==> src/wtt_pkg.sv <==
// constants and register map of the write turnaround timing block
`default_nettype none
package wtt_pkg;

   // ********************************************
   // register port
   // ********************************************
   localparam int          ADDR_W   = 8;
   localparam int          DATA_W   = 32;
   localparam logic [7:0]  REG_MODE = 8'h00;
   localparam logic [7:0]  REG_LAT  = 8'h04;
   localparam logic [7:0]  REG_TWR  = 8'h08;
   localparam logic [7:0]  REG_TWTR = 8'h0C;
   localparam logic [7:0]  REG_STAT = 8'h10;
   localparam logic [7:0]  REG_FLAG = 8'h14;

   // ********************************************
   // field positions
   // ********************************************
   localparam int MODE_BL_LSB  = 0;
   localparam int MODE_DBI     = 2;
   localparam int MODE_CRC     = 3;
   localparam int MODE_DM      = 4;
   localparam int MODE_PRE2    = 5;
   localparam int LAT_AL_LSB   = 0;
   localparam int LAT_CWL_LSB  = 8;
   localparam int LAT_W        = 5;
   localparam int TMR_W        = 8;
   localparam int FLD0_LSB     = 0;
   localparam int FLD1_LSB     = 8;
   localparam int FLD2_LSB     = 16;
   localparam int FLD3_LSB     = 24;
   localparam int FLG_TWR      = 0;
   localparam int FLG_WTR      = 1;
   localparam int FLG_CWL      = 2;
   localparam int FLG_CCD      = 3;
   localparam int FLG_DMDBI    = 4;
   localparam int FLG_W        = 5;
   localparam int STAT_OPEN    = 0;
   localparam int STAT_BUSY    = 8;
   localparam int STAT_WIN     = 16;

   // ********************************************
   // burst modes and timing
   // ********************************************
   localparam logic [1:0] BL_MODE_8     = 2'h0;
   localparam logic [1:0] BL_MODE_OTF   = 2'h1;
   localparam logic [1:0] BL_MODE_BC4   = 2'h2;
   localparam logic [2:0] BURST_CLK_8   = 3'h4;
   localparam logic [2:0] BURST_CLK_BC4 = 3'h2;
   localparam logic [4:0] CWL_MIN       = 5'h09;
   localparam logic [3:0] CCD_FORBID    = 4'h6;
   localparam logic [5:0] WL_TAP_OFS    = 6'h02;

   // ********************************************
   // banks and write pipeline
   // ********************************************
   localparam int NBANK      = 8;
   localparam int BANK_W     = 3;
   localparam int BG_BIT     = 2;
   localparam int SR_DEPTH   = 64;
   localparam int SR_W       = 6;
   localparam int E_V        = 5;
   localparam int E_BANK_LSB = 2;
   localparam int E_OTF      = 1;
   localparam int E_FIX      = 0;

   // ********************************************
   // reset values
   // ********************************************
   localparam logic [1:0]       BL_MODE_RST    = 2'h0;
   localparam logic [LAT_W-1:0] AL_RST         = 5'h00;
   localparam logic [LAT_W-1:0] CWL_RST        = 5'h09;
   localparam logic [TMR_W-1:0] TWR_RST        = 8'h0C;
   localparam logic [TMR_W-1:0] TWR_DBI_RST    = 8'h0D;
   localparam logic [TMR_W-1:0] TWR_CRC_RST    = 8'h0E;
   localparam logic [TMR_W-1:0] TWTR_S_RST     = 8'h02;
   localparam logic [TMR_W-1:0] TWTR_L_RST     = 8'h06;
   localparam logic [TMR_W-1:0] TWTR_S_CRC_RST = 8'h03;
   localparam logic [TMR_W-1:0] TWTR_L_CRC_RST = 8'h07;

endpackage
`default_nettype wire

==> src/wtt_write_timing.sv <==
// write path timing of the memory device: burst length, write latency, recovery and turnaround
// Operation
// controller waits latency plus 4 or 2 clocks plus recovery before precharge.
// controller also honours activate-to-precharge minimum before precharge after write; here that minimum is neither timed nor flagged.
// recovery counts from edge after last beat and gates precharge acceptance; here early precharge closes a bank not auto precharging and only sets a flag.
// controller delays read after write by short or long turnaround.
// eight-beat burst for mode 00, or mode 01 with address bit 12 high.
// mode 01 with address bit 12 low chops burst to four beats.
// mode 10 chops every burst to four beats, fixed.
// two-clock preamble forbids write latency setting 9.
// crc with two-clock preamble forbids writes six clocks apart.
// write data arrives additive plus write latency clocks after command.
// bus inversion enabled selects its own recovery time.
// crc with mask selects its own recovery and turnaround times.
// address bit 10 high auto precharges after burst; low keeps bank open.
// mask and bus inversion must never be enabled together.
// short turnaround for other bank group, long for same group.
`timescale 1ns/1ps
`default_nettype none
module wtt_write_timing
   import wtt_pkg::*;
(
   // clock and reset
   input  wire logic              ref_clk,
   input  wire logic              nrst,
   // register port
   input  wire logic [ADDR_W-1:0] reg_addr,
   input  wire logic [DATA_W-1:0] reg_wdata,
   input  wire logic              reg_we,
   input  wire logic              reg_re,
   output logic       [DATA_W-1:0] reg_rdata,
   // command
   input  wire logic              cmd_act,
   input  wire logic              cmd_wr,
   input  wire logic              cmd_rd,
   input  wire logic              cmd_pre,
   input  wire logic [BANK_W-1:0] cmd_bank,
   input  wire logic              cmd_a10,
   input  wire logic              cmd_a12,
   // write data window and bank state
   output logic                   wdata_valid,
   output logic                   wdata_chop,
   output logic       [BANK_W-1:0] wdata_bank,
   output logic       [NBANK-1:0]  ap_done,
   output logic       [NBANK-1:0]  bank_open
);

   // ********************************************
   // configuration registers
   // ********************************************
   logic [1:0]       bl_mode_r;
   logic             dbi_en_r;
   logic             crc_en_r;
   logic             dm_en_r;
   logic             pre2_r;
   logic [LAT_W-1:0] al_r;
   logic [LAT_W-1:0] cwl_r;
   logic [TMR_W-1:0] twr_cfg_r;
   logic [TMR_W-1:0] twr_dbi_cfg_r;
   logic [TMR_W-1:0] twr_crc_cfg_r;
   logic [TMR_W-1:0] twtr_s_cfg_r;
   logic [TMR_W-1:0] twtr_l_cfg_r;
   logic [TMR_W-1:0] twtr_s_crc_cfg_r;
   logic [TMR_W-1:0] twtr_l_crc_cfg_r;
   logic [FLG_W-1:0] flags_r;
   logic [FLG_W-1:0] flag_set;
   logic [FLG_W-1:0] flag_clr;
   logic [DATA_W-1:0] rdata_nxt;

   always_ff @(posedge ref_clk) begin
      if (!nrst) begin
         bl_mode_r        <= BL_MODE_RST;
         dbi_en_r         <= 1'b0;
         crc_en_r         <= 1'b0;
         dm_en_r          <= 1'b0;
         pre2_r           <= 1'b0;
         al_r             <= AL_RST;
         cwl_r            <= CWL_RST;
         twr_cfg_r        <= TWR_RST;
         twr_dbi_cfg_r    <= TWR_DBI_RST;
         twr_crc_cfg_r    <= TWR_CRC_RST;
         twtr_s_cfg_r     <= TWTR_S_RST;
         twtr_l_cfg_r     <= TWTR_L_RST;
         twtr_s_crc_cfg_r <= TWTR_S_CRC_RST;
         twtr_l_crc_cfg_r <= TWTR_L_CRC_RST;
      end else if (reg_we) begin
         case (reg_addr)
            REG_MODE: begin
               bl_mode_r <= reg_wdata[MODE_BL_LSB +: 2];
               dbi_en_r  <= reg_wdata[MODE_DBI];
               crc_en_r  <= reg_wdata[MODE_CRC];
               dm_en_r   <= reg_wdata[MODE_DM];
               pre2_r    <= reg_wdata[MODE_PRE2];
            end
            REG_LAT: begin
               al_r  <= reg_wdata[LAT_AL_LSB +: LAT_W];
               cwl_r <= reg_wdata[LAT_CWL_LSB +: LAT_W];
            end
            REG_TWR: begin
               twr_cfg_r     <= reg_wdata[FLD0_LSB +: TMR_W];
               twr_dbi_cfg_r <= reg_wdata[FLD1_LSB +: TMR_W];
               twr_crc_cfg_r <= reg_wdata[FLD2_LSB +: TMR_W];
            end
            REG_TWTR: begin
               twtr_s_cfg_r     <= reg_wdata[FLD0_LSB +: TMR_W];
               twtr_l_cfg_r     <= reg_wdata[FLD1_LSB +: TMR_W];
               twtr_s_crc_cfg_r <= reg_wdata[FLD2_LSB +: TMR_W];
               twtr_l_crc_cfg_r <= reg_wdata[FLD3_LSB +: TMR_W];
            end
            default: begin
            end
         endcase
      end
   end

   // ********************************************
   // write latency pipeline
   // ********************************************
   logic [SR_W-1:0]   sr_r [SR_DEPTH];
   logic [5:0]        wl;
   logic [5:0]        tap_idx;
   logic [SR_W-1:0]   tap;
   logic              new_otf;
   logic              new_fix;

   assign new_fix = (bl_mode_r == BL_MODE_BC4);
   assign new_otf = (bl_mode_r == BL_MODE_OTF) && !cmd_a12;
   assign wl      = {1'b0, al_r} + {1'b0, cwl_r};
   // registered window output needs the entry one cycle before the latency is reached
   assign tap_idx = (wl < WL_TAP_OFS) ? 6'h00 : wl - WL_TAP_OFS;
   assign tap     = sr_r[tap_idx];

   always_ff @(posedge ref_clk) begin
      if (!nrst) begin
         for (int i = 0; i < SR_DEPTH; i++) begin
            sr_r[i] <= '0;
         end
      end else begin
         sr_r[0] <= cmd_wr ? {1'b1, cmd_bank, new_otf, new_fix} : '0;
         for (int i = 1; i < SR_DEPTH; i++) begin
            sr_r[i] <= sr_r[i-1];
         end
      end
   end

   // ********************************************
   // burst engine
   // ********************************************
   logic              win_r;
   logic              otf_r;
   logic [2:0]        cnt_r;
   logic              burst_done;

   // an on-the-fly chop keeps the full four-clock slot, only its beats stop early
   always_ff @(posedge ref_clk) begin
      if (!nrst) begin
         win_r       <= 1'b0;
         wdata_valid <= 1'b0;
         wdata_chop  <= 1'b0;
         wdata_bank  <= '0;
         otf_r       <= 1'b0;
         cnt_r       <= 3'h0;
      end else if (tap[E_V]) begin
         win_r       <= 1'b1;
         wdata_valid <= 1'b1;
         wdata_bank  <= tap[E_BANK_LSB +: BANK_W];
         wdata_chop  <= tap[E_OTF] | tap[E_FIX];
         otf_r       <= tap[E_OTF];
         cnt_r       <= tap[E_FIX] ? BURST_CLK_BC4 - 3'h1 : BURST_CLK_8 - 3'h1;
      end else if (win_r && cnt_r != 3'h0) begin
         cnt_r <= cnt_r - 3'h1;
         if (otf_r && cnt_r == BURST_CLK_BC4) begin
            wdata_valid <= 1'b0;
         end
      end else begin
         win_r       <= 1'b0;
         wdata_valid <= 1'b0;
      end
   end

   assign burst_done = win_r && (cnt_r == 3'h0);

   // ********************************************
   // recovery and turnaround selection
   // ********************************************
   logic             crc_dm;
   logic [TMR_W-1:0] twr_sel;
   logic [TMR_W-1:0] wtr_s_cnt_r;
   logic [TMR_W-1:0] wtr_l_cnt_r;
   logic             last_bg_r;
   logic [3:0]       since_r;
   logic [NBANK-1:0] bank_busy;

   assign crc_dm  = crc_en_r && dm_en_r;
   assign twr_sel = crc_dm ? twr_crc_cfg_r : (dbi_en_r ? twr_dbi_cfg_r : twr_cfg_r);

   always_ff @(posedge ref_clk) begin
      if (!nrst) begin
         wtr_s_cnt_r <= '0;
         wtr_l_cnt_r <= '0;
         last_bg_r   <= 1'b0;
      end else if (burst_done) begin
         wtr_s_cnt_r <= crc_dm ? twtr_s_crc_cfg_r : twtr_s_cfg_r;
         wtr_l_cnt_r <= crc_dm ? twtr_l_crc_cfg_r : twtr_l_cfg_r;
         last_bg_r   <= wdata_bank[BG_BIT];
      end else begin
         if (wtr_s_cnt_r != '0) begin
            wtr_s_cnt_r <= wtr_s_cnt_r - 8'h01;
         end
         if (wtr_l_cnt_r != '0) begin
            wtr_l_cnt_r <= wtr_l_cnt_r - 8'h01;
         end
      end
   end

   always_ff @(posedge ref_clk) begin
      if (!nrst) begin
         since_r <= 4'hF;
      end else if (cmd_wr) begin
         since_r <= 4'h0;
      end else if (since_r != 4'hF) begin
         since_r <= since_r + 4'h1;
      end
   end

   // ********************************************
   // banks
   // ********************************************
   for (genvar g = 0; g < NBANK; g++) begin : g_bank
      wtt_bank u_bank (
         .ref_clk    (ref_clk),
         .nrst       (nrst),
         .act        (cmd_act && cmd_bank == BANK_W'(g)),
         .wr         (cmd_wr && cmd_bank == BANK_W'(g)),
         .ap         (cmd_a10),
         .pre        (cmd_pre && cmd_bank == BANK_W'(g)),
         .burst_done (burst_done && wdata_bank == BANK_W'(g)),
         .twr_val    (twr_sel),
         .bank_open  (bank_open[g]),
         .bank_busy  (bank_busy[g]),
         .ap_pulse   (ap_done[g])
      );
   end

   // ********************************************
   // sticky fault flags, write one to clear
   // ********************************************
   // the bank is closed even on an early precharge unless an auto precharge is pending; the flag only reports it
   assign flag_set[FLG_TWR]   = cmd_pre && bank_busy[cmd_bank];
   assign flag_set[FLG_WTR]   = cmd_rd && (wtr_s_cnt_r != '0 ||
                                (cmd_bank[BG_BIT] == last_bg_r && wtr_l_cnt_r != '0));
   assign flag_set[FLG_CWL]   = pre2_r && (cwl_r <= CWL_MIN);
   assign flag_set[FLG_CCD]   = cmd_wr && crc_en_r && pre2_r && (since_r == CCD_FORBID - 4'h1);
   assign flag_set[FLG_DMDBI] = dm_en_r && dbi_en_r;
   assign flag_clr = (reg_we && reg_addr == REG_FLAG) ? reg_wdata[FLG_W-1:0] : '0;

   always_ff @(posedge ref_clk) begin
      if (!nrst) begin
         flags_r <= '0;
      end else begin
         flags_r <= (flags_r & ~flag_clr) | flag_set;
      end
   end

   // ********************************************
   // read back
   // ********************************************
   always_comb begin
      rdata_nxt = '0;
      case (reg_addr)
         REG_MODE: begin
            rdata_nxt[MODE_BL_LSB +: 2] = bl_mode_r;
            rdata_nxt[MODE_DBI]         = dbi_en_r;
            rdata_nxt[MODE_CRC]         = crc_en_r;
            rdata_nxt[MODE_DM]          = dm_en_r;
            rdata_nxt[MODE_PRE2]        = pre2_r;
         end
         REG_LAT: begin
            rdata_nxt[LAT_AL_LSB +: LAT_W]  = al_r;
            rdata_nxt[LAT_CWL_LSB +: LAT_W] = cwl_r;
         end
         REG_TWR:  rdata_nxt = {8'h00, twr_crc_cfg_r, twr_dbi_cfg_r, twr_cfg_r};
         REG_TWTR: rdata_nxt = {twtr_l_crc_cfg_r, twtr_s_crc_cfg_r, twtr_l_cfg_r, twtr_s_cfg_r};
         REG_STAT: begin
            rdata_nxt[STAT_OPEN +: NBANK] = bank_open;
            rdata_nxt[STAT_BUSY +: NBANK] = bank_busy;
            rdata_nxt[STAT_WIN]           = win_r;
         end
         REG_FLAG: rdata_nxt[FLG_W-1:0] = flags_r;
         default:  rdata_nxt = '0;
      endcase
   end

   always_ff @(posedge ref_clk) begin
      if (!nrst) begin
         reg_rdata <= '0;
      end else begin
         reg_rdata <= reg_re ? rdata_nxt : '0;
      end
   end
endmodule
`default_nettype wire

==> src/wtt_bank.sv <==
// per-bank open state, write recovery timer and auto precharge
`timescale 1ns/1ps
`default_nettype none
module wtt_bank
   import wtt_pkg::*;
(
   // clock and reset
   input  wire logic             ref_clk,
   input  wire logic             nrst,
   // commands aimed at this bank
   input  wire logic             act,
   input  wire logic             wr,
   input  wire logic             ap,
   input  wire logic             pre,
   // end of a data burst to this bank
   input  wire logic             burst_done,
   input  wire logic [TMR_W-1:0] twr_val,
   // state
   output logic                  bank_open,
   output logic                  bank_busy,
   output logic                  ap_pulse
);

   typedef enum logic [1:0] {BK_IDLE, BK_OPEN, BK_CLOSING} wtt_bank_t;

   wtt_bank_t        state_r;
   logic [2:0]       pend_r;
   logic [TMR_W-1:0] tmr_r;

   assign bank_busy = (pend_r != 3'h0) || (tmr_r != '0);
   assign bank_open = (state_r != BK_IDLE);

   // ********************************************
   // bursts in flight
   // ********************************************
   always_ff @(posedge ref_clk) begin
      if (!nrst) begin
         pend_r <= 3'h0;
      end else if (wr && !burst_done) begin
         pend_r <= pend_r + 3'h1;
      end else if (!wr && burst_done) begin
         pend_r <= pend_r - 3'h1;
      end
   end

   // recovery starts at the edge after the last clock of the burst slot
   always_ff @(posedge ref_clk) begin
      if (!nrst) begin
         tmr_r <= '0;
      end else if (burst_done) begin
         tmr_r <= twr_val;
      end else if (tmr_r != '0) begin
         tmr_r <= tmr_r - 8'h01;
      end
   end

   // ********************************************
   // bank state
   // ********************************************
   always_ff @(posedge ref_clk) begin
      if (!nrst) begin
         state_r  <= BK_IDLE;
         ap_pulse <= 1'b0;
      end else begin
         ap_pulse <= 1'b0;
         case (state_r)
            BK_IDLE: begin
               if (act) begin
                  state_r <= BK_OPEN;
               end
            end
            BK_OPEN: begin
               if (pre) begin
                  state_r <= BK_IDLE;
               end else if (wr && ap) begin
                  state_r <= BK_CLOSING;
               end
            end
            BK_CLOSING: begin
               // a plain precharge here is redundant and ignored
               if (!bank_busy) begin
                  state_r  <= BK_IDLE;
                  ap_pulse <= 1'b1;
               end
            end
            default: begin
               state_r <= BK_IDLE;
            end
         endcase
      end
   end
endmodule
`default_nettype wire

==> config.mk <==
export PLATFORM = sky130hd
export DESIGN_NAME = wtt_write_timing
export DESIGN_NICKNAME = d
export VERILOG_FILES = /design/src/wtt_pkg.sv /design/src/wtt_write_timing.sv /design/src/wtt_bank.sv
export SDC_FILE = /design/constraint.sdc
export NUM_CORES = 1
export LEC_CHECK = 0
export BUFFER_PORTS_ARGS = -buffer_cell sky130_fd_sc_hd__buf_2
export CAP_MARGIN = 20
export CORE_UTILIZATION = 25
export DETAILED_ROUTE_END_ITERATION = 6
export GPL_ROUTABILITY_DRIVEN = 0
export PLACE_DENSITY = 0.37
export REMOVE_ABC_BUFFERS = 1
export SYNTH_ARGS = -nofsm -noshare
export SYNTH_HDL_FRONTEND = slang
export SYNTH_SLANG_ARGS = --single-unit
==> constraint.sdc <==
create_clock -name ref_clk -period 11.18 [get_ports ref_clk]
set_input_delay 0.559 -clock ref_clk [delete_from_list [all_inputs] [get_ports ref_clk]]
set_output_delay 0.559 -clock ref_clk [all_outputs]
set_load 0.1 [all_outputs]
==> parameters.txt, run 1 <==
Parameter                              Value

Status
  Outcome ... finished clean

Timing
  Final total negative setup slack ... 0 ns
  Final setup violation count ... 0
  Final number of max-transition violations ... 0
  Upper clock frequency limit ... 214 MHz
  Transition time at the pin with the least slew margin ... 1.26 ns
  Final worst setup slack ... 6.52 ns
  Final critical-path share of the clock period ... 0.417
  Endpoints failing hold ... 0
  Minimum period implied by the final worst setup slack ... 4.66 ns
  Unrepaired setup endpoints after global routing ... no
  Max-slew headroom ... 0.160
  Setup Skew ... 0.0234 ns

Clocking
  Insertion delay of the later-clocked pin in the worst-skew pair ... 0.62 ns
  Post-CTS setup buffer count ... 0
  Clock tree root buffer cell ... sky130_fd_sc_hd__clkbuf_16
  Register clock-pin slew on the reported worst setup and hold paths ... 0.06 ns
  Num Clock Sinks ... 636
  TritonCTS clock tree ... yes
  Maximum root-to-sink buffer count ... 3
  CTS H-Tree Depth ... 3
  Cts bufs inserted ... 75
  Hold buffer count at cts ... 0
  CTS-repair resized insts ... 0

Die
  Floorplan core area ... 0.104 mm2
  I/O Pins ... 106
  DIE HEIGHT ... 326 um
  Standard-cell rows ... 118
  Initial Utilization ... 0.253
  Horizontal die dimension ... 326 um
  Die Area ... 0.107 mm2

Critical path
  Worst endpoint required time ... 11.71 ns
  Class of the most critical setup path ... flop to flop
  Crit start category ... flop
  Flop2flop setup slack ... 6.52 ns
  Critical path data arrival time ... 5.19 ns
  Crit-path max FO ... 35
  Kind of end point of the critical path ... flop

Yosys
  Top post-synthesis cells by count ... sky130_fd_sc_hd__dfxtp_1, sky130_fd_sc_hd__and2_1, sky130_fd_sc_hd__nand2_1, sky130_fd_sc_hd__a21oi_1, sky130_fd_sc_hd__nor2_1
  Main area contributors after synthesis ... sky130_fd_sc_hd__dfxtp_1, sky130_fd_sc_hd__and2_1, sky130_fd_sc_hd__mux4_2, sky130_fd_sc_hd__a21oi_1, sky130_fd_sc_hd__nand2_1
  Register bit count reported by yosys ... 636
  Post-Synthesis Cell Area ... 0.0263 mm2
  Share of async-settable or async-resettable flops after synthesis ... 0
  Most repeated cell in the gate-level netlist after synthesis ... sky130_fd_sc_hd__dfxtp_1
  Sequential area share after synthesis ... 0.484
  EDFF count, synth ... 0
  Post-synthesis average cell area ... 9.42 um2
  Dominant synthesized flop cell ... sky130_fd_sc_hd__dfxtp_1
  Share of the synthesized area in the top cell type ... 0.484
  Post-synthesis cell type with the largest combined area ... sky130_fd_sc_hd__dfxtp_1
  Cells after synthesis ... 2793
  Number of distinct library cells after synthesis ... 81
  Synthesis warning total ... 0

Pwr
  Power density cells ... 195 mW/mm2
  Leakage power of the design ... 0.0122 uW
  Worst IR drop on VDD ... 107 uV

GRT
  Met2 Use GR ... 0.231
  Met1 layer usage reported by global route ... 0.204
  Initial antenna violation count ... 7
  Grt total ovfl ... 0
  Tot GR Track Use ... 0.148
  Global-route wire length before repair ... 123 mm
  Number of global-route vias before repair ... 19900
  Pin count of the biggest net entering global routing ... 246
  Most heavily used metal layer in global routing ... met2
  Met3 Track Usage GR ... 0.0274

Place
  Half-perimeter wire length after placement ... 52.0 mm
  Number of buffers inserted by port buffering ... 105
  Pre-CTS setup slack ... 6.49 ns

Route
  Vias ... 20100
  Routed Antenna Nets ... 0
  TritonRoute pass-1 iters ... 6
  1st-iter DRT viols ... 1246
  Final wirelength ... 79.9 mm
  DRC ... 0
  Via-to-Cell Ratio ... 4.72
  Wire per inst ... 18.7 um

Finish
  Number of nets in the layout ... 2914
  Share of final-layout standard cells stronger than drive strength 1 ... 0.131
  Final standard cell utilization of the core ... 0.296
  Area growth syn-to-layout ... 16.7%

Run
  Count of max-cap constraint violations ... 0

Hold path
  Class of the most critical hold timing path ... input pin to flop
==> flip-flops by register name (all words and copies together) (netlist names), 8 cells and up <==
name and count:
sr_r 384, g_bank.u_bank.tmr_r 64, reg_rdata 32, g_bank.u_bank.pend_r 24, g_bank.u_bank.state_r 16, g_bank.u_bank.ap_pulse 8, twr_cfg_r 8, twr_crc_cfg_r 8
twr_dbi_cfg_r 8, twtr_l_cfg_r 8, twtr_l_crc_cfg_r 8, twtr_s_cfg_r 8, twtr_s_crc_cfg_r 8, wtr_l_cnt_r 8, wtr_s_cnt_r 8
==> worst max-delay path, stage by stage, from the launching register on <==
cell                        delay, ns
sky130_fd_sc_hd__dfxtp_1         0.42
sky130_fd_sc_hd__ha_4            0.18
sky130_fd_sc_hd__inv_1           0.05
sky130_fd_sc_hd__fa_2            0.95
sky130_fd_sc_hd__ha_4            0.57
sky130_fd_sc_hd__inv_1           0.52
sky130_fd_sc_hd__buf_4           0.38
sky130_fd_sc_hd__o311ai_0        0.36
sky130_fd_sc_hd__o211ai_1        0.15
sky130_fd_sc_hd__o2111ai_1       0.18
sky130_fd_sc_hd__and4_1          0.45
sky130_fd_sc_hd__nor2_2          0.07
sky130_fd_sc_hd__a311oi_2        0.25
==> final timing paths <==
check / from / to / depth (start not counted)
setup / recovery: al_r[0]$_SDFFE_PN0P_ / otf_r$_SDFFE_PN0P_ / 12
hold / removal: cmd_a12 / sr_r[0][1]$_SDFF_PN0_ / 2
setup reg to reg: al_r[0]$_SDFFE_PN0P_ / otf_r$_SDFFE_PN0P_ / 12
hold reg to reg: sr_r[17][4]$_SDFF_PN0_ / sr_r[18][4]$_SDFF_PN0_ / 2
==> layer usage <==
| metal | up-vias | routed length [um] |
|---|---|---|
| li1 | 9706 | - |
| met1 | 9855 | 38300 |
| met2 | 432 | 35600 |
| met3 | 132 | 3730 |
| met4 | 0 | 2240 |
| met5 | - | 0 |
==> report_power, final <==
group	internal [uW]	switching, uW	total (uW)	leakage (uW)
Clock	1590	997	2590	0.00129
Combinational	402	528	931	0.00572
Sequential	2380	96.2	2480	0.00514
Total	4380	1620	6000	0.0122
==> layout by cell type, fill, tap and decap left out, types with 20 or more instances in the layout <==
master / n
sky130_fd_sc_hd__a211oi_1: 34
sky130_fd_sc_hd__a21oi_1: 219
sky130_fd_sc_hd__and2_1: 392
sky130_fd_sc_hd__buf_2: 104
sky130_fd_sc_hd__buf_4: 36
sky130_fd_sc_hd__clkbuf_16: 76
sky130_fd_sc_hd__clkbuf_8: 20
sky130_fd_sc_hd__dfxtp_1: 636
sky130_fd_sc_hd__ha_1: 29
sky130_fd_sc_hd__inv_1: 49
sky130_fd_sc_hd__mux2_2: 20
sky130_fd_sc_hd__mux2i_1: 94
sky130_fd_sc_hd__mux4_2: 54
sky130_fd_sc_hd__nand2_1: 287
sky130_fd_sc_hd__nand3_1: 62
sky130_fd_sc_hd__nor2_1: 212
sky130_fd_sc_hd__nor3_1: 53
sky130_fd_sc_hd__o21ai_0: 51
sky130_fd_sc_hd__o22ai_1: 42
sky130_fd_sc_hd__or3_1: 24
sky130_fd_sc_hd__xnor2_1: 26
sky130_fd_sc_hd__xor2_1: 35
==> logic make-up (layout without fill, tap and decap cells) <==
| group | Yosys count | in the layout | synth area share |
|---|---|---|---|
| and+or+nand+nor | 1154 | 1154 | 0.225 |
| DFF | 636 | 636 | 0.484 |
| AOI/OAI and AO/OA | 489 | 489 | 0.118 |
| buffers and inverters | 243 | 330 | 0.0396 |
| muxes | 169 | 169 | 0.0910 |
| xor gates and xnor gates | 62 | 62 | 0.0209 |
| adders and majority gates | 40 | 40 | 0.0216 |
| other | 0 | 2 | 0 |
==> through the flow <==
stage               instance area (um2)  power [uW]  cells  hold WS [ns]
finish                            30700        6000   4262         0.140
global route                      30700        6330   4260         0.106
CTS                               30700        6100   4260        0.0917
detailed placement                28100        3450   4124         0.426
global placement                  28100        3440   4124         0.428
floorplan                         25500        3210   2602         0.409
==> area by class of cell <==
type / count / area (um2)
well taps: 1380 / 1730
diodes: 2 / 5.00
repair buffers: 142 / 826
clock buffers: 111 / 2230
clock inverters: 25 / 385
multi-input cells: 1914 / 12600
inverters: 52 / 200
flip-flops and latches: 636 / 12700
fillers: 11000 / 73200
Power figures use the tool's default switching activity.
==> run 2: changes to the inputs <==
==> constraint.sdc (replaced) <==
create_clock -name ref_clk -period 4.6 [get_ports ref_clk]
set_input_delay 0.23 -clock ref_clk [delete_from_list [all_inputs] [get_ports ref_clk]]
set_output_delay 0.23 -clock ref_clk [all_outputs]
set_load 0.1 [all_outputs]
==> run 2 against run 1 <==
Setup slack got worse by 5.7 ns. Maximum frequency rose by 24%. Global-route usage rose by 0.094 points. Routed wire length rose by 0.26%. Die area did not move. Clock-buffer cell count did not move. Total power rose by 140%. Sequential power rose by 140%.
==> parameters.txt, run 2 (synthesis gave the netlist of run 1 again) <==
Parameter                              Value

Place
  Placed Instance Area ... 0.0283 mm2
  Number of buffers inserted by port buffering ... 105
  Pre-CTS setup slack ... 0.828 ns
  Number of placed instances with taps included ... 4146
  Half-perimeter wire length after placement ... 53.9 mm

Hold path
  Class of the most critical hold timing path ... input pin to flop

Finish
  Final standard cell utilization of the core ... 0.300
  Register with the most flip-flops ... sr_r
  Most common cell after layout, fill and taps aside ... sky130_fd_sc_hd__dfxtp_1
  Commonest non-fill, non-tap cells in the layout ... sky130_fd_sc_hd__dfxtp_1, sky130_fd_sc_hd__and2_1, sky130_fd_sc_hd__nand2_1
  Area of all placed cells without fillers ... 0.0312 mm2
  Area growth syn-to-layout ... 18.6%
  Max reg flops ... 384
  Largest registers ranked by flip-flop count ... sr_r (384), g_bank.u_bank.tmr_r (64), reg_rdata (32)
  Number of nets in the layout ... 2973
  Antenna Cells ... 0
  Final cell count without fillers ... 4316
  Share of final-layout standard cells stronger than drive strength 1 ... 0.136

Clocking
  CTS H-Tree Depth ... 3
  Register clock-pin slew on the reported worst setup and hold paths ... 0.06 ns
  CTS-repair resized insts ... 0
  TritonCTS clock tree ... yes
  Maximum root-to-sink buffer count ... 3
  Clock tree root buffer cell ... sky130_fd_sc_hd__clkbuf_16
  Insertion delay of the later-clocked pin in the worst-skew pair ... 0.64 ns
  Num Clock Sinks ... 636
  Cts bufs inserted ... 76

Pwr
  Part of the power in registers ... 0.419
  Fraction of power consumed by the clock network ... 0.421
  Worst IR drop on VDD ... 227 uV
  Power density cells ... 461 mW/mm2
  Leakage power of the design ... 0.0124 uW
  Cell-internal power ... 10400 uW
  Switching share of total power ... 0.275
  Reported net switching power ... 3960 uW
  Part of the total power dissipated in combinational logic ... 0.160

Critical path
  Class of the most critical setup path ... flop to flop
  Worst endpoint required time ... 5.14 ns
  Cell family with most CP delay ... compound AO/OA/AOI/OAI gates
  Slowest Stage Delay on Critical Path ... 0.48 ns
  Crit-path max FO ... 6
  Critical path data arrival time ... 4.30 ns
  Ordered cell list for the critical path ... ha_4 > inv_1 > fa_2 > nand2b_1 > a21oi_1 > xnor2_1 > mux2_2 > mux2i_2 > o21ai_0 > o32a_1 > a311oi_2
  Slowest stage cell, crit path ... sky130_fd_sc_hd__o32a_1
  Crit start category ... flop
  CP bufs+invs ... 1
  Kind of end point of the critical path ... flop

Die
  Standard-cell rows ... 118
  Initial Utilization ... 0.253
  Floorplan core area ... 0.104 mm2
  Horizontal die dimension ... 326 um
  Die Area ... 0.107 mm2
  DIE HEIGHT ... 326 um
  I/O Pins ... 106

Route
  Via-to-Cell Ratio ... 4.66
  Final wirelength ... 80.1 mm
  Vias ... 20100
  1st-iter DRT viols ... 1203
  Routed Antenna Nets ... 0
  TritonRoute pass-1 iters ... 6
  Wire per inst ... 18.6 um
  DRC ... 0

GRT
  Grt total ovfl ... 0
  Global-route wire length before repair ... 125 mm
  Initial antenna violation count ... 4
  Pin count of the biggest net entering global routing ... 109
  Tot GR Track Use ... 0.149
  Number of global-route vias before repair ... 20200

Timing
  Final critical-path share of the clock period ... 0.818
  Setup Skew ... 0.0216 ns
  Transition time at the pin with the least slew margin ... 0.959 ns
  Minimum period implied by the final worst setup slack ... 3.76 ns
  Endpoints failing hold ... 0
  Max-slew headroom ... 0.361
  Unrepaired setup endpoints after global routing ... no
  Upper clock frequency limit ... 266 MHz
  Final setup violation count ... 0
  Final worst setup slack ... 0.839 ns
  Final number of max-transition violations ... 0

Run
  Count of max-cap constraint violations ... 0

Status
  Outcome ... finished clean
[run 2: cell types whose count changed in the layout (fill, tap and decap cells not counted), sizes merged]
cell | before | now
clkinvlp | 2 | 3
buf | 142 | 164
diode | 2 | 0
dlygate4sd3 | 0 | 36
bufinv | 9 | 4
clkinv | 11 | 16
inv | 55 | 52
[run 2: worst paths after layout]
kind,endpoint,startpoint,slack (ns),cells past startpoint
min,bl_mode_r[1]$_SDFFE_PN0P_,reg_we,0.06,3
max reg2reg,otf_r$_SDFFE_PN0P_,al_r[0]$_SDFFE_PN0P_,0.84,11
min reg2reg,sr_r[18][2]$_SDFF_PN0_,sr_r[17][2]$_SDFF_PN0_,0.43,2
max,otf_r$_SDFFE_PN0P_,al_r[0]$_SDFFE_PN0P_,0.84,11
[run 2: stage by stage]
step	hold WS (ns)	setup TNS [ns]	total power (uW)
floorplan	0.302	-34.74	7800
global placement	0.420	0	8370
detailed placement	0.419	0	8420
CTS	0.00837	0	14600
global route	0.0411	0	15200
finish	0.0555	0	14400
[run 2: power groups by stage]
| stage | logic, uW | clock network [uW] | registers, uW |
|---|---|---|---|
| 3_5_place_dp | 2280 | 0 | 6140 |
| 6_report | 2300 | 6050 | 6030 |
| 5_1_grt | 2610 | 6490 | 6070 |
| 3_3_place_gp | 2230 | 0 | 6140 |
| 4_1_cts | 2320 | 6260 | 6020 |
| 2_1_floorplan | 1710 | 0 | 6090 |
[run 2: area by class of cell]
class                   count  area, um2
inverters                  52        200
clock buffers             111       2250
repair buffers            200       1430
clock inverters            23        253
well taps                1380       1730
fillers                 11000      72700
flip-flops and latches    636      12700
multi-input cells        1914      12600
[run 2: worst min-delay path, cell delays in order]
cell and delay [ns]:
sky130_fd_sc_hd__buf_2 0.21, sky130_fd_sc_hd__nand3_1 0.13, sky130_fd_sc_hd__a21oi_1 0.06
[run 2: routing by layer]
layer  global-route usage  wire length (um)  vias up  share of wire
li1                     -                 -     9795              -
met1                0.205             38700     9839           0.48
met2                0.239             36700      347           0.46
met3               0.0253              2980      116          0.037
met4               0.0408              1650        4          0.021
met5                    0                26        -        0.00032
[run 2: timing repair]
item                                    4_1_cts  5_1_grt
endpoints found under the hold margin        82        0
hold buffers                                 36        0
buffers inserted                              0        0
endpoints found under the setup margin        0        0
==> run 3: changes to the inputs <==
--- a/config.mk
+++ b/config.mk
@@ -5,12 +5,13 @@
 export SDC_FILE = /design/constraint.sdc
 export NUM_CORES = 1
 export LEC_CHECK = 0
+export ABC_AREA = 1
 export BUFFER_PORTS_ARGS = -buffer_cell sky130_fd_sc_hd__buf_2
 export CAP_MARGIN = 20
 export CORE_UTILIZATION = 25
 export DETAILED_ROUTE_END_ITERATION = 6
 export GPL_ROUTABILITY_DRIVEN = 0
-export PLACE_DENSITY = 0.37
+export PLACE_DENSITY = 0.38
 export REMOVE_ABC_BUFFERS = 1
 export SYNTH_ARGS = -nofsm -noshare
 export SYNTH_HDL_FRONTEND = slang
==> constraint.sdc (replaced) <==
create_clock -name ref_clk -period 3.1 [get_ports ref_clk]
set_input_delay 0.155 -clock ref_clk [delete_from_list [all_inputs] [get_ports ref_clk]]
set_output_delay 0.155 -clock ref_clk [all_outputs]
set_load 0.1 [all_outputs]
==> run 3 against run 2 <==
Synthesized cell count up 32%. Critical path depth up 8. Highest routed layer unchanged. First-iteration DRC count down 15%. Largest power group is now sequential cells. Sequential share of layout area down 2.9 points. Cell count up 24%. Worst hold slack better by 0.033 ns. Clock-buffer cell count up 1. Non-clock buffer count up 119. Setup slack worse by 0.82 ns.
==> parameters.txt, run 3 <==
Parameter                              Value

Status
  Outcome ... finished clean

Clocking
  Num Clock Sinks ... 636
  Maximum root-to-sink buffer count ... 3
  Clock tree root buffer cell ... sky130_fd_sc_hd__clkbuf_16
  Insertion delay of the later-clocked pin in the worst-skew pair ... 0.63 ns
  TritonCTS clock tree ... yes
  Cts bufs inserted ... 76
  CTS H-Tree Depth ... 3
  Register clock-pin slew on the reported worst setup and hold paths ... 0.06 ns

Hold path
  Instance count along the most critical hold path ... 3
  Class of the most critical hold timing path ... input pin to flop

Die
  Die Area ... 0.110 mm2
  Standard-cell rows ... 120
  Floorplan core area ... 0.108 mm2
  Horizontal die dimension ... 332 um
  Initial Utilization ... 0.253
  I/O Pins ... 106
  DIE HEIGHT ... 332 um

Critical path
  Slowest Stage Delay on Critical Path ... 0.39 ns
  Worst reg2reg path startpoint ... cwl_r[0]$_SDFFE_PN1P_
  Terminus of the critical flop-to-flop path ... cnt_r[1]$_SDFFE_PN0P_
  Crit-path max FO ... 10
  Flop2flop setup slack ... 0.02 ns
  Class of the most critical setup path ... flop to flop
  Worst endpoint required time ... 3.62 ns
  Depth of the worst register-to-register path ... 19
  Critical path data arrival time ... 3.60 ns
  Startpoint of the most critical setup path ... cwl_r[0]$_SDFFE_PN1P_
  Kind of end point of the critical path ... flop
  CP bufs+invs ... 6
  Cell family with most CP delay ... simple AND/OR/NAND/NOR gates
  Critical Path Stages ... 19
  Capturing element of the worst setup path ... cnt_r[1]$_SDFFE_PN0P_
  Ordered cell list for the critical path ... ha_4 > inv_2 > fa_2 > xor2_2 > buf_4 > ha_1 > or2_2 > a21oi_4 > inv_1 > buf_12 > nand3_1 > nand3_2 > nand3_4 > buf_6 > nand3_4 > nor2_2 > nor2_1 > nand2_1 > inv_1
  Slowest stage cell, crit path ... sky130_fd_sc_hd__fa_2
  Crit start category ... flop

Pwr
  Part of the total power dissipated in combinational logic ... 0.179
  Leakage power of the design ... 0.0169 uW
  Total power ... 21500 uW
  Fraction of power consumed by the clock network ... 0.404
  Switching share of total power ... 0.292
  Cell-internal power ... 15200 uW
  Part of the power in registers ... 0.418
  Reported net switching power ... 6260 uW
  Power density cells ... 638 mW/mm2
  Worst IR drop on VDD ... 369 uV

Timing
  Setup Skew ... 0.0213 ns
  Final critical-path share of the clock period ... 0.992
  Max-slew headroom ... 0.337
  Final number of max-transition violations ... 0
  Final setup violation count ... 0
  Upper clock frequency limit ... 325 MHz
  Minimum period implied by the final worst setup slack ... 3.08 ns
  Final worst setup slack ... 0.0234 ns
  Final total negative setup slack ... 0 ns
  Unrepaired setup endpoints after global routing ... yes
  Transition time at the pin with the least slew margin ... 0.995 ns
  Endpoints failing hold ... 0

Finish
  Share of final-layout standard cells stronger than drive strength 1 ... 0.146
  Area growth syn-to-layout ... 23.3%
  Area of all placed cells without fillers ... 0.0336 mm2
  Antenna Cells ... 0
  Number of nets in the layout ... 3974
  Register with the most flip-flops ... sr_r
  Sequential cell area ... 0.0127 mm2
  Max reg flops ... 384
  Multi-input logic area ... 0.0114 mm2
  Final standard cell utilization of the core ... 0.312
  Final-layout fill cell count ... 11600
  Commonest non-fill, non-tap cells in the layout ... sky130_fd_sc_hd__nand2_1, sky130_fd_sc_hd__inv_1, sky130_fd_sc_hd__dfxtp_1
  Most common cell after layout, fill and taps aside ... sky130_fd_sc_hd__nand2_1
  Largest registers ranked by flip-flop count ... sr_r (384), g_bank.u_bank.tmr_r (64), reg_rdata (32)

Yosys
  EDFF count, synth ... 0
  Share of async-settable or async-resettable flops after synthesis ... 0
  Register bit count reported by yosys ... 636
  Main area contributors after synthesis ... sky130_fd_sc_hd__dfxtp_1, sky130_fd_sc_hd__nand2_1, sky130_fd_sc_hd__inv_1, sky130_fd_sc_hd__nand3_1, sky130_fd_sc_hd__o211ai_1
  Post-synthesis cell type with the largest combined area ... sky130_fd_sc_hd__dfxtp_1
  Sequential area share after synthesis ... 0.467
  Post-synthesis average cell area ... 7.42 um2
  Number of distinct library cells after synthesis ... 49
  Dominant synthesized flop cell ... sky130_fd_sc_hd__dfxtp_1
  Synthesis warning total ... 0
  Share of the synthesized area in the top cell type ... 0.467
  Top post-synthesis cells by count ... sky130_fd_sc_hd__nand2_1, sky130_fd_sc_hd__inv_1, sky130_fd_sc_hd__dfxtp_1, sky130_fd_sc_hd__nand3_1, sky130_fd_sc_hd__nor2_1
  Cells after synthesis ... 3676
  Most repeated cell in the gate-level netlist after synthesis ... sky130_fd_sc_hd__nand2_1
  Post-Synthesis Cell Area ... 0.0273 mm2

Place
  Pre-CTS setup slack ... -0.143 ns
  Placed Instance Area ... 0.0302 mm2
  Number of buffers inserted by port buffering ... 105
  Half-perimeter wire length after placement ... 55.1 mm

Route
  Final wirelength ... 82.8 mm
  Vias ... 22900
  DRC ... 0
  TritonRoute pass-1 iters ... 5
  Routed Antenna Nets ... 0
  Wire per inst ... 15.5 um
  1st-iter DRT viols ... 1018
  Via-to-Cell Ratio ... 4.30

GRT
  Pin count of the biggest net entering global routing ... 186
  Tot GR Track Use ... 0.147
  Number of global-route vias before repair ... 22500
  Grt total ovfl ... 0
  Initial antenna violation count ... 3
  Global-route wire length before repair ... 129 mm

Run
  Count of max-cap constraint violations ... 0
-- run 3: changes by cell type after synthesis, sizes merged, moves of 24 or more --
cell    change
mux4       -54
a21oi      -42
nand2     +465
nand3b     +24
mux2i      -95
or2       +120
buf        +24
o211ai    +138
nand3     +220
and2      -392
inv       +635
o21ai     +113
-- run 3: power by group through the flow --
stage               registers [uW]  clock network, uW  logic [uW]
detailed placement            9120                  0        3800
global placement              9140                  0        3810
finish                        8960               8660        3840
global route                  9010               9330        4400
floorplan                     9080                  0        2750
CTS                           8950               8990        3870
-- run 3: worst min-delay path, cell delays in order --
cell and delay [ns]:
sky130_fd_sc_hd__buf_2 0.10, sky130_fd_sc_hd__nand2_1 0.32, sky130_fd_sc_hd__a21oi_1 0.09
-- run 3: worst min-delay path by stage --
stage                      from                        to  slack [ns]
floorplan                  nrst   since_r[2]$_SDFFE_PN1P_        0.23
global placement        cmd_a12     sr_r[0][1]$_SDFF_PN0_        0.35
detailed placement      cmd_a12     sr_r[0][1]$_SDFF_PN0_        0.37
CTS                 cmd_bank[2]     sr_r[0][4]$_SDFF_PN0_        0.03
global route        cmd_bank[2]     sr_r[0][4]$_SDFF_PN0_        0.09
finish                   reg_re  reg_rdata[23]$_SDFF_PN0_        0.09
-- run 3: cell type report --
class | count | share of cell area
Multi-Input combinational cell | 2157 | 0.339
Inverter | 691 | 0.0773
Sequential cell | 636 | 0.379
Clock buffer | 112 | 0.0660
Clock inverter | 18 | 0.00439
Tap cell | 1403 | 0.0522
Timing Repair Buffer | 319 | 0.0826
-- run 3: stage by stage --
stage,hold slack [ns],cells
CTS,0.0261,5324
detailed placement,0.368,5145
global placement,0.352,5145
finish,0.0881,5336
global route,0.0928,5336
floorplan,0.231,3482
-- run 3: logic make-up after synthesis --
group,Yosys count,share of synthesized area
simple gates,1490,0.242
buf+inv,885,0.129
flops,636,0.467
compound gates,576,0.126
xor+xnor,49,0.0157
fa+ha+maj,40,0.0208
-- run 3: what timing repair did --
action	4_1_cts	5_1_grt
endpoints found under the setup margin	10	10
pin swaps	4	37
gates resized for setup	16	76
gates cloned	1	8
hold buffers	48	0
endpoints found under the hold margin	117	0
setup buffers	0	4
-- run 3: per-layer routing --
metal | part of all wire | global-route usage | wire [um]
met1 | 0.49 | 0.198 | 40300
met2 | 0.45 | 0.241 | 37400
met3 | 0.035 | 0.0257 | 2900
met4 | 0.026 | 0.0419 | 2120
met5 | 0.00017 | 0 | 14
